## config.mk

```make
export PLATFORM = sky130hd
export DESIGN_NAME = output_latch_route
export DESIGN_NICKNAME = d
export VERILOG_FILES = /design/src/hw/output_latch_route_pkg.sv /design/src/hw/output_latch_route.sv /design/src/hw/min_pulse.sv
export VERILOG_INCLUDE_DIRS = /design/src /design/src/hw
export SDC_FILE = /design/constraint.sdc
export NUM_CORES = 1
export LEC_CHECK = 0
export BUFFER_PORTS_ARGS = -buffer_cell sky130_fd_sc_hd__buf_2
export CORE_ASPECT_RATIO = 1.2
export CORE_MARGIN = 4
export CORE_UTILIZATION = 55
export CTS_CLUSTER_SIZE = 8
export DETAILED_ROUTE_END_ITERATION = 12
export HOLD_SLACK_MARGIN = 0.03
export PLACE_DENSITY = 0.74
export SLEW_MARGIN = 40
export SYNTH_ARGS = -nofsm -noshare
export SYNTH_HDL_FRONTEND = slang
export SYNTH_SLANG_ARGS = --single-unit
```

## constraint.sdc

```tcl
create_clock -name REF_CLK -period 4.5 [get_ports REF_CLK]
set_input_delay 0.45 -clock REF_CLK [delete_from_list [all_inputs] [get_ports REF_CLK]]
set_output_delay 0.45 -clock REF_CLK [all_outputs]
set_load 0.01 [all_outputs]
```

## src/hw/output_latch_route_params.svh

```systemverilog
`ifndef OUTPUT_LATCH_ROUTE_PARAMS_SVH
`define OUTPUT_LATCH_ROUTE_PARAMS_SVH

// ----------------------------------------
// Register offsets
// ----------------------------------------
`define OFS_OUTPUT_FUNCTION   4'h0
`define OFS_INDICATION_MODE   4'h1
`define OFS_OUTPUT_CHECKSUM   4'h2
`define OFS_INDICATION_CHECK  4'h3
`define OFS_IRQ_STATUS        4'h4
`define OFS_IRQ_MASK          4'h5
`define OFS_CONTACT_STATE     4'h6
`define OFS_INDICATION_STATE  4'h7

// ----------------------------------------
// Reset values
// ----------------------------------------
`define OUTPUT_FUNCTION_RESET 8'h00
`define INDICATION_MODE_RESET 8'h00
`define IRQ_MASK_RESET        4'h0

// ----------------------------------------
// Output function switch fields
// ----------------------------------------
`define SW_LATCH_BASE         0
`define SW_SIGNAL_SHORT       3
`define SW_POWER_SHORT        4
`define SW_RETRIP_ENABLE      5
`define SW_INHIBIT_BLOCK      6
`define SW_SUPERVISION_ROUTE  7

// ----------------------------------------
// Indication fields
// ----------------------------------------
`define IND_THERMAL           0
`define IND_STARTUP           1
`define IND_HIGH_SET          2
`define IND_UNDERCURRENT      3
`define IND_EARTH_FAULT       4
`define IND_UNBALANCE         5
`define IND_THERMISTOR_A      6
`define IND_THERMISTOR_B      7

// ----------------------------------------
// Timing
// ----------------------------------------
`define REF_CLK_KHZ           25000
`define PULSE_LONG_MS         80
`define PULSE_SHORT_MS        40
`define RETRIP_OPERATE_MS     100

`endif

```

## src/hw/output_latch_route_pkg.sv

```systemverilog
package output_latch_route_pkg;

	typedef struct packed {
		logic [2:0] trip;
		logic [1:0] signal;
		logic       restart_inhibit;
		logic       supervision_warning;
		logic       fault_present;
	} stage_inputs_type;

	typedef struct packed {
		logic [2:0] power;
		logic [1:0] signal;
	} contact_type;

	typedef struct packed {
		logic supervision;
		logic indication;
		logic retrip;
		logic trip;
	} event_type;

	typedef enum logic [1:0] {
		RETRIP_IDLE,
		RETRIP_TIMING,
		RETRIP_ACTIVE
	} retrip_state_type;

endpackage

```

## src/hw/output_latch_route.sv

```systemverilog
// Decided for this implementation: the plain strobed port and the register offsets.
`timescale 1ns/1ns
`include "output_latch_route_params.svh"
module output_latch_route #(
	parameter int PULSE_LONG_CYCLES  = `PULSE_LONG_MS * `REF_CLK_KHZ,
	parameter int PULSE_SHORT_CYCLES = `PULSE_SHORT_MS * `REF_CLK_KHZ,
	parameter int RETRIP_CYCLES      = `RETRIP_OPERATE_MS * `REF_CLK_KHZ
) (
	input  wire logic                                REF_CLK,
	input  wire logic                                RESETN,
	input  wire logic [3:0]                          REG_ADDR,
	input  wire logic [7:0]                          REG_WDATA,
	input  wire logic                                REG_WR,
	input  wire logic                                REG_RD,
	output logic [7:0]                               REG_RDATA,
	input  wire output_latch_route_pkg::stage_inputs_type STAGES,
	input  wire logic [7:0]                          FAULT_CONDITION,
	input  wire logic [8:0]                          START_PHASES,
	input  wire logic                                CLEAR_PANEL,
	input  wire logic                                CLEAR_SERIAL,
	input  wire logic                                CLEAR_DIGITAL_PIN,
	output output_latch_route_pkg::contact_type      CONTACTS,
	output logic [7:0]                               INDICATION,
	output logic [8:0]                               PHASE_DISPLAY,
	output logic                                     IRQ
);

	// ----------------------------------------
	// Declarations
	// ----------------------------------------
	logic [7:0]                               output_function_switches;
	logic [7:0]                               indication_mode_switches;
	logic [3:0]                               irq_status;
	logic [3:0]                               irq_mask;
	logic                                     clear_sync1;
	logic                                     clear_sync2;
	logic                                     clear_any;
	logic [2:0]                               latched;
	logic [2:0]                               power_request;
	logic [2:0]                               power_stretch;
	logic [1:0]                               signal_request;
	logic [1:0]                               signal_stretch;
	logic [23:0]                              power_length;
	logic [23:0]                              signal_length;
	logic                                     retrip;
	logic [31:0]                              retrip_count;
	output_latch_route_pkg::retrip_state_type retrip_state;
	output_latch_route_pkg::contact_type      next_contacts;
	output_latch_route_pkg::event_type        events;
	logic                                     power_one_d;
	logic [7:0]                               indication_d;
	logic                                     warning_d;

	function automatic logic [7:0] checksum(input logic [7:0] sw);
		logic [7:0] sum;
		sum = 8'h00;
		for (int n = 0; n < 8; n++) begin
			if (sw[n])
				sum = sum + 8'(1 << n);
		end
		return sum;
	endfunction

	// ----------------------------------------
	// Register bus
	// ----------------------------------------
	always_ff @(posedge REF_CLK or negedge RESETN) begin
		if (!RESETN) begin
			output_function_switches <= `OUTPUT_FUNCTION_RESET;
			indication_mode_switches <= `INDICATION_MODE_RESET;
			irq_mask <= `IRQ_MASK_RESET;
		end else if (REG_WR) begin
			case (REG_ADDR)
				`OFS_OUTPUT_FUNCTION: output_function_switches <= REG_WDATA;
				`OFS_INDICATION_MODE: indication_mode_switches <= REG_WDATA;
				`OFS_IRQ_MASK:        irq_mask <= REG_WDATA[3:0];
				default: ;
			endcase
		end
	end

	always_ff @(posedge REF_CLK or negedge RESETN) begin
		if (!RESETN)
			REG_RDATA <= 8'h00;
		else if (REG_RD) begin
			case (REG_ADDR)
				`OFS_OUTPUT_FUNCTION:  REG_RDATA <= output_function_switches;
				`OFS_INDICATION_MODE:  REG_RDATA <= indication_mode_switches;
				`OFS_OUTPUT_CHECKSUM:
					REG_RDATA <= checksum(output_function_switches);
				`OFS_INDICATION_CHECK:
					REG_RDATA <= checksum(indication_mode_switches);
				`OFS_IRQ_STATUS:       REG_RDATA <= {4'h0, irq_status};
				`OFS_IRQ_MASK:         REG_RDATA <= {4'h0, irq_mask};
				`OFS_CONTACT_STATE:    REG_RDATA <= {3'h0, CONTACTS};
				`OFS_INDICATION_STATE: REG_RDATA <= INDICATION;
				default:               REG_RDATA <= 8'h00;
			endcase
		end else
			REG_RDATA <= 8'h00;
	end

	// ----------------------------------------
	// Clear requests
	// ----------------------------------------
	always_ff @(posedge REF_CLK or negedge RESETN) begin
		if (!RESETN) begin
			clear_sync1 <= 1'b0;
			clear_sync2 <= 1'b0;
		end else begin
			clear_sync1 <= CLEAR_DIGITAL_PIN;
			clear_sync2 <= clear_sync1;
		end
	end

	assign clear_any = CLEAR_PANEL | CLEAR_SERIAL | clear_sync2;

	// ----------------------------------------
	// Pulse lengths and routing
	// ----------------------------------------
	assign power_length = output_function_switches[`SW_POWER_SHORT] ?
		24'(PULSE_SHORT_CYCLES) : 24'(PULSE_LONG_CYCLES);
	assign signal_length = output_function_switches[`SW_SIGNAL_SHORT] ?
		24'(PULSE_SHORT_CYCLES) : 24'(PULSE_LONG_CYCLES);

	assign power_request[0] = STAGES.trip[0];
	assign power_request[1] = STAGES.trip[1] | retrip;
	assign power_request[2] = STAGES.trip[2] | (STAGES.restart_inhibit &
		~output_function_switches[`SW_INHIBIT_BLOCK]);
	assign signal_request[0] = STAGES.signal[0];
	assign signal_request[1] = STAGES.signal[1] | (STAGES.supervision_warning &
		output_function_switches[`SW_SUPERVISION_ROUTE]);

	// ----------------------------------------
	// Power and signal outputs
	// ----------------------------------------
	genvar i;
	generate
		for (i = 0; i < 3; i++) begin : g_power
			always_ff @(posedge REF_CLK or negedge RESETN) begin
				if (!RESETN)
					latched[i] <= 1'b0;
				else
					latched[i] <= output_function_switches[`SW_LATCH_BASE + i] &
						(power_request[i] | (latched[i] & ~clear_any));
			end

			min_pulse u_power_pulse (
				.clk     (REF_CLK),
				.rst_n   (RESETN),
				.trigger (power_request[i]),
				.length  (power_length),
				.active  (power_stretch[i])
			);

			assign next_contacts.power[i] =
				output_function_switches[`SW_LATCH_BASE + i] ?
				(power_request[i] | latched[i]) :
				(power_request[i] | power_stretch[i]);
		end
		for (i = 0; i < 2; i++) begin : g_signal
			min_pulse u_signal_pulse (
				.clk     (REF_CLK),
				.rst_n   (RESETN),
				.trigger (signal_request[i]),
				.length  (signal_length),
				.active  (signal_stretch[i])
			);

			assign next_contacts.signal[i] = signal_request[i] | signal_stretch[i];
		end
	endgenerate

	always_ff @(posedge REF_CLK or negedge RESETN) begin
		if (!RESETN)
			CONTACTS <= '0;
		else
			CONTACTS <= next_contacts;
	end

	// ----------------------------------------
	// Breaker failure retrip
	// ----------------------------------------
	always_ff @(posedge REF_CLK or negedge RESETN) begin
		if (!RESETN) begin
			retrip_state <= output_latch_route_pkg::RETRIP_IDLE;
			retrip_count <= 32'h00000000;
			retrip <= 1'b0;
		end else if (!output_function_switches[`SW_RETRIP_ENABLE]) begin
			retrip_state <= output_latch_route_pkg::RETRIP_IDLE;
			retrip_count <= 32'h00000000;
			retrip <= 1'b0;
		end else begin
			case (retrip_state)
				output_latch_route_pkg::RETRIP_IDLE: begin
					retrip <= 1'b0;
					retrip_count <= 32'h00000000;
					if (power_request[0] && !power_one_d)
						retrip_state <= output_latch_route_pkg::RETRIP_TIMING;
				end
				output_latch_route_pkg::RETRIP_TIMING: begin
					if (!STAGES.fault_present)
						retrip_state <= output_latch_route_pkg::RETRIP_IDLE;
					else if (retrip_count >= 32'(RETRIP_CYCLES - 1)) begin
						retrip_state <= output_latch_route_pkg::RETRIP_ACTIVE;
						retrip <= 1'b1;
					end else
						retrip_count <= retrip_count + 32'h00000001;
				end
				output_latch_route_pkg::RETRIP_ACTIVE: begin
					if (!STAGES.fault_present) begin
						retrip_state <= output_latch_route_pkg::RETRIP_IDLE;
						retrip <= 1'b0;
					end
				end
				default: begin
					retrip_state <= output_latch_route_pkg::RETRIP_IDLE;
					retrip <= 1'b0;
				end
			endcase
		end
	end

	// ----------------------------------------
	// Indications and phase display
	// ----------------------------------------
	generate
		for (i = 0; i < 8; i++) begin : g_indication
			always_ff @(posedge REF_CLK or negedge RESETN) begin
				if (!RESETN)
					INDICATION[i] <= 1'b0;
				else
					INDICATION[i] <= FAULT_CONDITION[i] |
						(indication_mode_switches[i] & INDICATION[i] & ~clear_any);
			end
		end
		for (i = 0; i < 3; i++) begin : g_phase
			always_ff @(posedge REF_CLK or negedge RESETN) begin
				if (!RESETN)
					PHASE_DISPLAY[3*i +: 3] <= 3'h0;
				else if (FAULT_CONDITION[`IND_STARTUP + i])
					PHASE_DISPLAY[3*i +: 3] <= START_PHASES[3*i +: 3];
				else if (!(indication_mode_switches[`IND_STARTUP + i] &&
					INDICATION[`IND_STARTUP + i] && !clear_any))
					PHASE_DISPLAY[3*i +: 3] <= 3'h0;
			end
		end
	endgenerate

	// ----------------------------------------
	// Interrupts
	// ----------------------------------------
	always_ff @(posedge REF_CLK or negedge RESETN) begin
		if (!RESETN) begin
			power_one_d <= 1'b0;
			indication_d <= 8'h00;
			warning_d <= 1'b0;
		end else begin
			power_one_d <= power_request[0];
			indication_d <= INDICATION;
			warning_d <= STAGES.supervision_warning;
		end
	end

	assign events.trip = |(next_contacts.power & ~CONTACTS.power);
	assign events.retrip = retrip & ~CONTACTS.power[1];
	assign events.indication = |(INDICATION & ~indication_d);
	assign events.supervision = STAGES.supervision_warning & ~warning_d;

	always_ff @(posedge REF_CLK or negedge RESETN) begin
		if (!RESETN)
			irq_status <= 4'h0;
		else if (REG_WR && REG_ADDR == `OFS_IRQ_STATUS)
			irq_status <= (irq_status & ~REG_WDATA[3:0]) | events;
		else
			irq_status <= irq_status | events;
	end

	always_ff @(posedge REF_CLK or negedge RESETN) begin
		if (!RESETN)
			IRQ <= 1'b0;
		else
			IRQ <= |(irq_status & irq_mask);
	end
endmodule // output_latch_route

```

## src/hw/min_pulse.sv

```systemverilog
`timescale 1ns/1ns
module min_pulse (
	input  wire logic        clk,
	input  wire logic        rst_n,
	input  wire logic        trigger,
	input  wire logic [23:0] length,
	output logic             active
);

	logic        trigger_d;
	logic [23:0] remaining;

	always_ff @(posedge clk or negedge rst_n) begin
		if (!rst_n)
			trigger_d <= 1'b0;
		else
			trigger_d <= trigger;
	end

	always_ff @(posedge clk or negedge rst_n) begin
		if (!rst_n)
			remaining <= 24'h000000;
		else if (trigger && !trigger_d)
			remaining <= length;
		else if (remaining != 24'h000000)
			remaining <= remaining - 24'h000001;
	end

	always_ff @(posedge clk or negedge rst_n) begin
		if (!rst_n)
			active <= 1'b0;
		else
			active <= trigger | (remaining > 24'h000001);
	end
endmodule // min_pulse

```

# Word-level counts from Yosys, hierarchy flattened
# Index checks and enable logic that the tools add are counted.
dict set report word_totals {
  input_bits 44
  ramBits 0
  output_inout_bits 31
  latch_bits 0
  elab_cells 279
  regBits 234
  n_memories 0
  romBits 0
}
dict set report classes {
  shift 0
  n_div 0
  add_sub_neg 20
  n_mul 0
  n_eq_ne 19
  order_cmp 6
  muxes 83
  n_bitwise 68
  reduce_logical 39
}
# operator n
set ops {}
lappend ops {{$mux W8} 43}
lappend ops {{$mux W24} 10}
lappend ops {{$gt A24 B1 Y1 const B} 5}
lappend ops {{$reduce_bool A24 Y1} 5}
lappend ops {{$sub A24 B1 Y24 const B} 5}
lappend ops {{$mux W32} 3}
lappend ops {{$pmux W32 S2} 1}
lappend ops {{$pmux W8 S8} 1}
lappend ops {{$mux W21} 2}
lappend ops {{$add A32 B1 Y32 const B} 1}
lappend ops {{$ge A32 B22 Y1 const B} 1}
lappend ops {{$or A1 B1 Y1} 29}
lappend ops {{$and A1 B1 Y1} 26}
lappend ops {{$mux W3} 6}
lappend ops {{$add A8 B2 Y8 const B} 2}
lappend ops {{$add A8 B3 Y8 const B} 2}
lappend ops {{$add A8 B4 Y8 const B} 2}
lappend ops {{$add A8 B5 Y8 const B} 2}
lappend ops {{$add A8 B6 Y8 const B} 2}
lappend ops {{$add A8 B7 Y8 const B} 2}
lappend ops {{$add A8 B8 Y8 const B} 2}
lappend ops {{$eq A4 B3 Y1 const B} 4}
lappend ops {{$ne A3 B3 Y1 const B} 5}
lappend ops {{$logic_and A1 B1 Y1} 12}
lappend ops {{other kinds (29)} 62}

# Depth between registers and ports, before layout
dict set report logic_depth {
  word_depth 31
  ltp_mapped 8
  mapped_depth_nobuf 7
}

# By module
# A second synthesis with hierarchy kept.
dict set report hier_totals {
  cells_unflattened 1368
  hier_area_um2 13107.6
}
# mod n_inst cells_each area_per_inst_um2 seq_area_each_um2
set by_module_without_submodules {}
lappend by_module_without_submodules {min_pulse 5 180 1660.3 650.6}
lappend by_module_without_submodules {output_latch_route 1 468 4805.9 2627.5}

# Worst setup path before layout
# OpenSTA, ideal clock, no wires.
dict set report synth_path {
  path_kind {reg-to-reg}
  start {register g_signal[0].u_signal_pulse.remaining[4]}
  end {register g_signal[0].u_signal_pulse.remaining[22]}
  path_slack_ns 2.171
  n_path_buf 2
  required_ns 4.368
  period_less_slack_ns 2.329
  arrival_time_ns 2.197
  path_stages_with_launch 8
  setup_ns 0.132
  path_cell_list {dfrtp_1 -> or4_1 -> buf_2 -> or4_1 -> buf_4 -> or4_1 -> mux2i_1 -> nor2_1}
}
dict set report synth_between {
  elab_chain_len 3
  word_cells_on_any_way 5
  cone_classes {add/sub (1); mux (2); reduce/logical (2)}
}
# element line_no
set synth_lines {}
lappend synth_lines {{start, declared} min_pulse.sv:11} ;# logic [23:0] remaining;
lappend synth_lines {{start signal, assigned} min_pulse.sv:24} ;# remaining <= length;
lappend synth_lines {{start signal, assigned} min_pulse.sv:26} ;# remaining <= remaining - 24'h000001;
lappend synth_lines {{$sub A24 B1 Y24} min_pulse.sv:26}
lappend synth_lines {{$mux W24} min_pulse.sv:25} ;# else if (remaining != 24'h000000)
lappend synth_lines {{$mux W24} min_pulse.sv:23} ;# else if (trigger && !trigger_d)
# Parallel ways exist; a longest one is shown, timed or not. The select of a mux whose other input is x is not followed.
# A chain may end at the register's enable or synchronous reset.

# Worst setup path in the final report
dict set report layout_path {
  start {register retrip_count[0]}
  end {register retrip_count[1]}
}
dict set report layout_between {
  elab_chain_len 5
  word_cells_on_any_way 8
  cone_classes {add/sub (1); order compare (1); eq/ne (1); mux (4); reduce/logical (1)}
}
# element line_no
set layout_lines {}
lappend layout_lines {{start, declared} output_latch_route.sv:46} ;# logic [31:0] retrip_count;
lappend layout_lines {{start signal, assigned} output_latch_route.sv:208} ;# retrip_count <= retrip_count + 32'h00000001;
lappend layout_lines {{$add A32 B1 Y32} output_latch_route.sv:208}
lappend layout_lines {{$mux W32} output_latch_route.sv:204} ;# else if (retrip_count >= 32'(RETRIP_CYCLES - 1)) begin
lappend layout_lines {{$mux W32} output_latch_route.sv:202} ;# if (!STAGES.fault_present)
lappend layout_lines {{$pmux W32 S2} output_latch_route.sv:194} ;# case (retrip_state)
lappend layout_lines {{$mux W32} output_latch_route.sv:189} ;# end else if (!output_function_switches[`SW_RETRIP_ENABLE]) begin
# Parallel ways exist; a longest one is shown, timed or not. The select of a mux whose other input is x is not followed.

==> qor.yml <==
run_status:
  status: "completed"
timing:
  slew_violations: 0
  fin_crit_sh: 0.607
  finalHoldViolCount: 0
  slew-limit-headroom: 0.465
  max_clock_freq_ghz: 0.366
  worst_slew_pin_slew_ns: 0.802
  setup_viol: 0
  fin_crit_ns: 2.73
  rsz0062_at_grt: "false"
  totalNegativeSetupSlack_ns: 0
  fin_worst_skew_ns: 0.0120
global_route:
  first_global_vias: 9305
  grt_antenna_before_repair: 6
  grt-ovfl-total: 0
  grtUsageTotal: 0.237
  grt_pass1_wl_um: 46500
  grt_max_degree: 68
critical_path:
  worstReg2RegEnd: "retrip_count[1]"
  cp.required_ns: 4.88
  path_max_fanout: 10
  arrival_ns: 3.11
  crit_path_end_kind: "register"
  start_kind: "register"
  crit_type: "register to register"
  r2r_slack_ns: 1.77
  reg2regPathDepth: 6
  r2r_start: "retrip_count[0]"
synthesis:
  yosys-top-cells-area: "dfrtp_1 50%, nor2_1 3.6%, xnor2_1 3.0%"
  ys_seq_area_frac: 0.503
  yosys.area.top_type_share: 0.503
  avgSynthCellArea_um2: 9.95
  synth_nets: 1226
  synth_most_common_cell: "dfrtp_1"
  synth-edff-count: 0
  syn_area_mm2: 0.0117
  synthTopCellsByCount: "234 x dfrtp_1, 113 x nor2_1, 86 x nand2_1, 62 x a21oi_1, 48 x a31oi_1"
  synth_async_sr_flop_share: 1.00
  yosys_warnings: 0
  syn_inst: 1171
  synth-main-ff-cell: "dfrtp_1"
  ys_seq_elements: 234
  synth.distinct_cells: 78
  synth_top_area_cell: "dfrtp_1"
floorplan:
  die_h_um: 167
  die_area_mm2: 0.0236
  core_mm2: 0.0209
  io_pins: 75
  initial_core_util: 0.557
  die-width_um: 141
  fp-row-count: 58
drt:
  drtIter0Drc: 472
  firstDrtPassIters: 5
  via_per_inst: 6.17
  routed-via-count: 9404
  detail_route.wl_per_cell_um: 18.2
  routed_wl_um: 27700
  postRouteAntennaNets: 0
  drc: 0
clock_tree:
  cts_buffers: 35
  cts_root_buffer: "clkbuf_16"
  cts_max_level: 2
  clk_latency_ns: 0.49
  cts_buffer_depth: 3
  clock_sinks: 234
  cts_tree: "yes"
  cts_setup_buffers: 0
  path_clk_slew_ns: 0.05
power:
  power_leakage_nw: 5.42
  p_per_area_mw_per_mm2: 477
  ir_drop_mv: 0.332
hold_path:
  worstHoldStart: "CLEAR_DIGITAL_PIN"
  hold_path_end: "clear_sync1"
  hold_depth: 1
  hp-class: "input pin to register"
cells_and_area:
  final_util: 0.636
  drive_above_1_share: 0.152
  final_nets: 1308
  syn_to_final_growth_pct: 14.1
place:
  routabilityCongestion: 0.851
  io_buffer_count: 74
  post-dp-hpwl_um: 18900
flow_run:
  cap_viol_max_count: 0
## layout by cell type (no fill, tap or decap), drive strengths merged, types with 5 or more instances in the layout
cell type	netlist	routed
or3	37	37
a21oi	62	62
mux2	24	24
or4	32	32
o41ai	6	6
and2	21	21
inv	39	39
xor2	16	16
a211oi	11	11
a31oi	48	48
clkbuf	36	37
a41oi	5	5
mux2i	10	10
ha	11	11
nand2	86	86
a21boi	5	5
o31ai	18	18
xnor2	40	40
o311ai	5	5
or2	12	12
a21o	7	7
and3	11	11
nor2b	19	19
o211ai	7	7
nor2	113	113
dfrtp	234	234
a22oi	5	5
o22ai	6	6
nor3	35	35
nor4	27	27
o21ai	49	49
buf	5	85
nand3	33	33
and4	5	5
a31o	10	10
a311oi	8	8
nand2b	16	16
nand4	9	9
o2111ai	8	8
## critical path: stages, from the launching register on
cell and delay, ns:
dfrtp_1 0.41, ha_1 0.25, and4_1 0.25, o311a_1 0.31, o2111ai_1 0.66, a21oi_1 0.42, a32o_1 0.32
## stage by stage
stage	total power (W)	hold slack (ns)	std cells	setup WS, ns	instance area, µm²
after floorplan	0.00368	0.154	1171	2.17	11700
after global placement	0.00400	0.333	1484	1.89	12300
after detailed placement	0.00405	0.341	1485	1.79	12300
after CTS	0.00638	0.0600	1524	1.78	13300
after global routing	0.00669	0.0630	1525	1.64	13300
final	0.00634	0.0723	1525	1.77	13300
## logic make-up after synthesis
| group | share of synthesized area |
|---|---|
| XOR/XNOR | 0.0421 |
| adder cells (fa/ha/maj) | 0.0118 |
| flip-flops | 0.503 |
| AO/OA/AOI/OAI | 0.172 |
| AND/OR/NAND/NOR | 0.213 |
| buffers and inverters | 0.0263 |
| multiplexers | 0.0318 |
## layer usage
layer  vias up  GRT usage  routed length, µm
li1       4491          -                  -
met1      4613      0.311              11800
met2       222      0.391              13500
met3        68     0.0514               1520
met4        10     0.0805                857
met5         -          0                 56
## sequential cells by signal (all words and copies together), names as in the netlist, 2 cells and up
signal and cells:
irq_mask 4, PHASE_DISPLAY 9, output_function_switches 8, CONTACTS 5
latched 3, REG_RDATA 8, g_power.u_power_pulse.remaining 72, retrip_state 2
g_signal.u_signal_pulse.active 2, g_power.u_power_pulse.active 3, g_signal.u_signal_pulse.remaining 48, indication_mode_switches 8
g_power.u_power_pulse.trigger_d 3, g_signal.u_signal_pulse.trigger_d 2, retrip_count 32, irq_status 4
indication_d 8, INDICATION 8
## how the worst max path moves through the flow
| stage | from | to | slack, ns | cells after the start |
|---|---|---|---|---|
| final | retrip_count[0] | retrip_count[1] | 1.77 | 6 |
| after detailed placement | retrip_count[0] | retrip_count[1] | 1.79 | 6 |
| after global routing | retrip_count[0] | retrip_count[1] | 1.64 | 6 |
| after floorplan | g_signal[0].u_signal_pulse.remaining[4] | g_signal[0].u_signal_pulse.remaining[22] | 2.17 | 7 |
| after global placement | g_signal[1].u_signal_pulse.remaining[15] | g_signal[1].u_signal_pulse.remaining[15] | 1.89 | 5 |
| after CTS | retrip_count[0] | retrip_count[1] | 1.78 | 6 |
## what timing repair did
action	4_1_cts	5_1_grt
hold endpoints to repair	61	0
hold buffers	1	0
gates resized for setup	0	0
## power breakdown
| group | internal [W] | leakage [nW] | switching, W |
|---|---|---|---|
| Sequential | 0.00244 | 2.87 | 0.000360 |
| Clock | 0.00143 | 0.460 | 0.000863 |
| Combinational | 0.000545 | 2.09 | 0.000705 |
| Total | 0.00442 | 5.42 | 0.00193 |
## cell type report
cell class	count	area [µm²]
Inverter	39	146
Timing Repair Buffer	86	493
Clock inverter	1	8.76
Sequential cell	234	5860
Fill cell	1689	7610
Antenna cell	1	2.50
Multi-Input combinational cell	857	5520
Clock buffer	37	926
Tap cell	270	338
No activity file was read; power rests on OpenSTA's default activity.
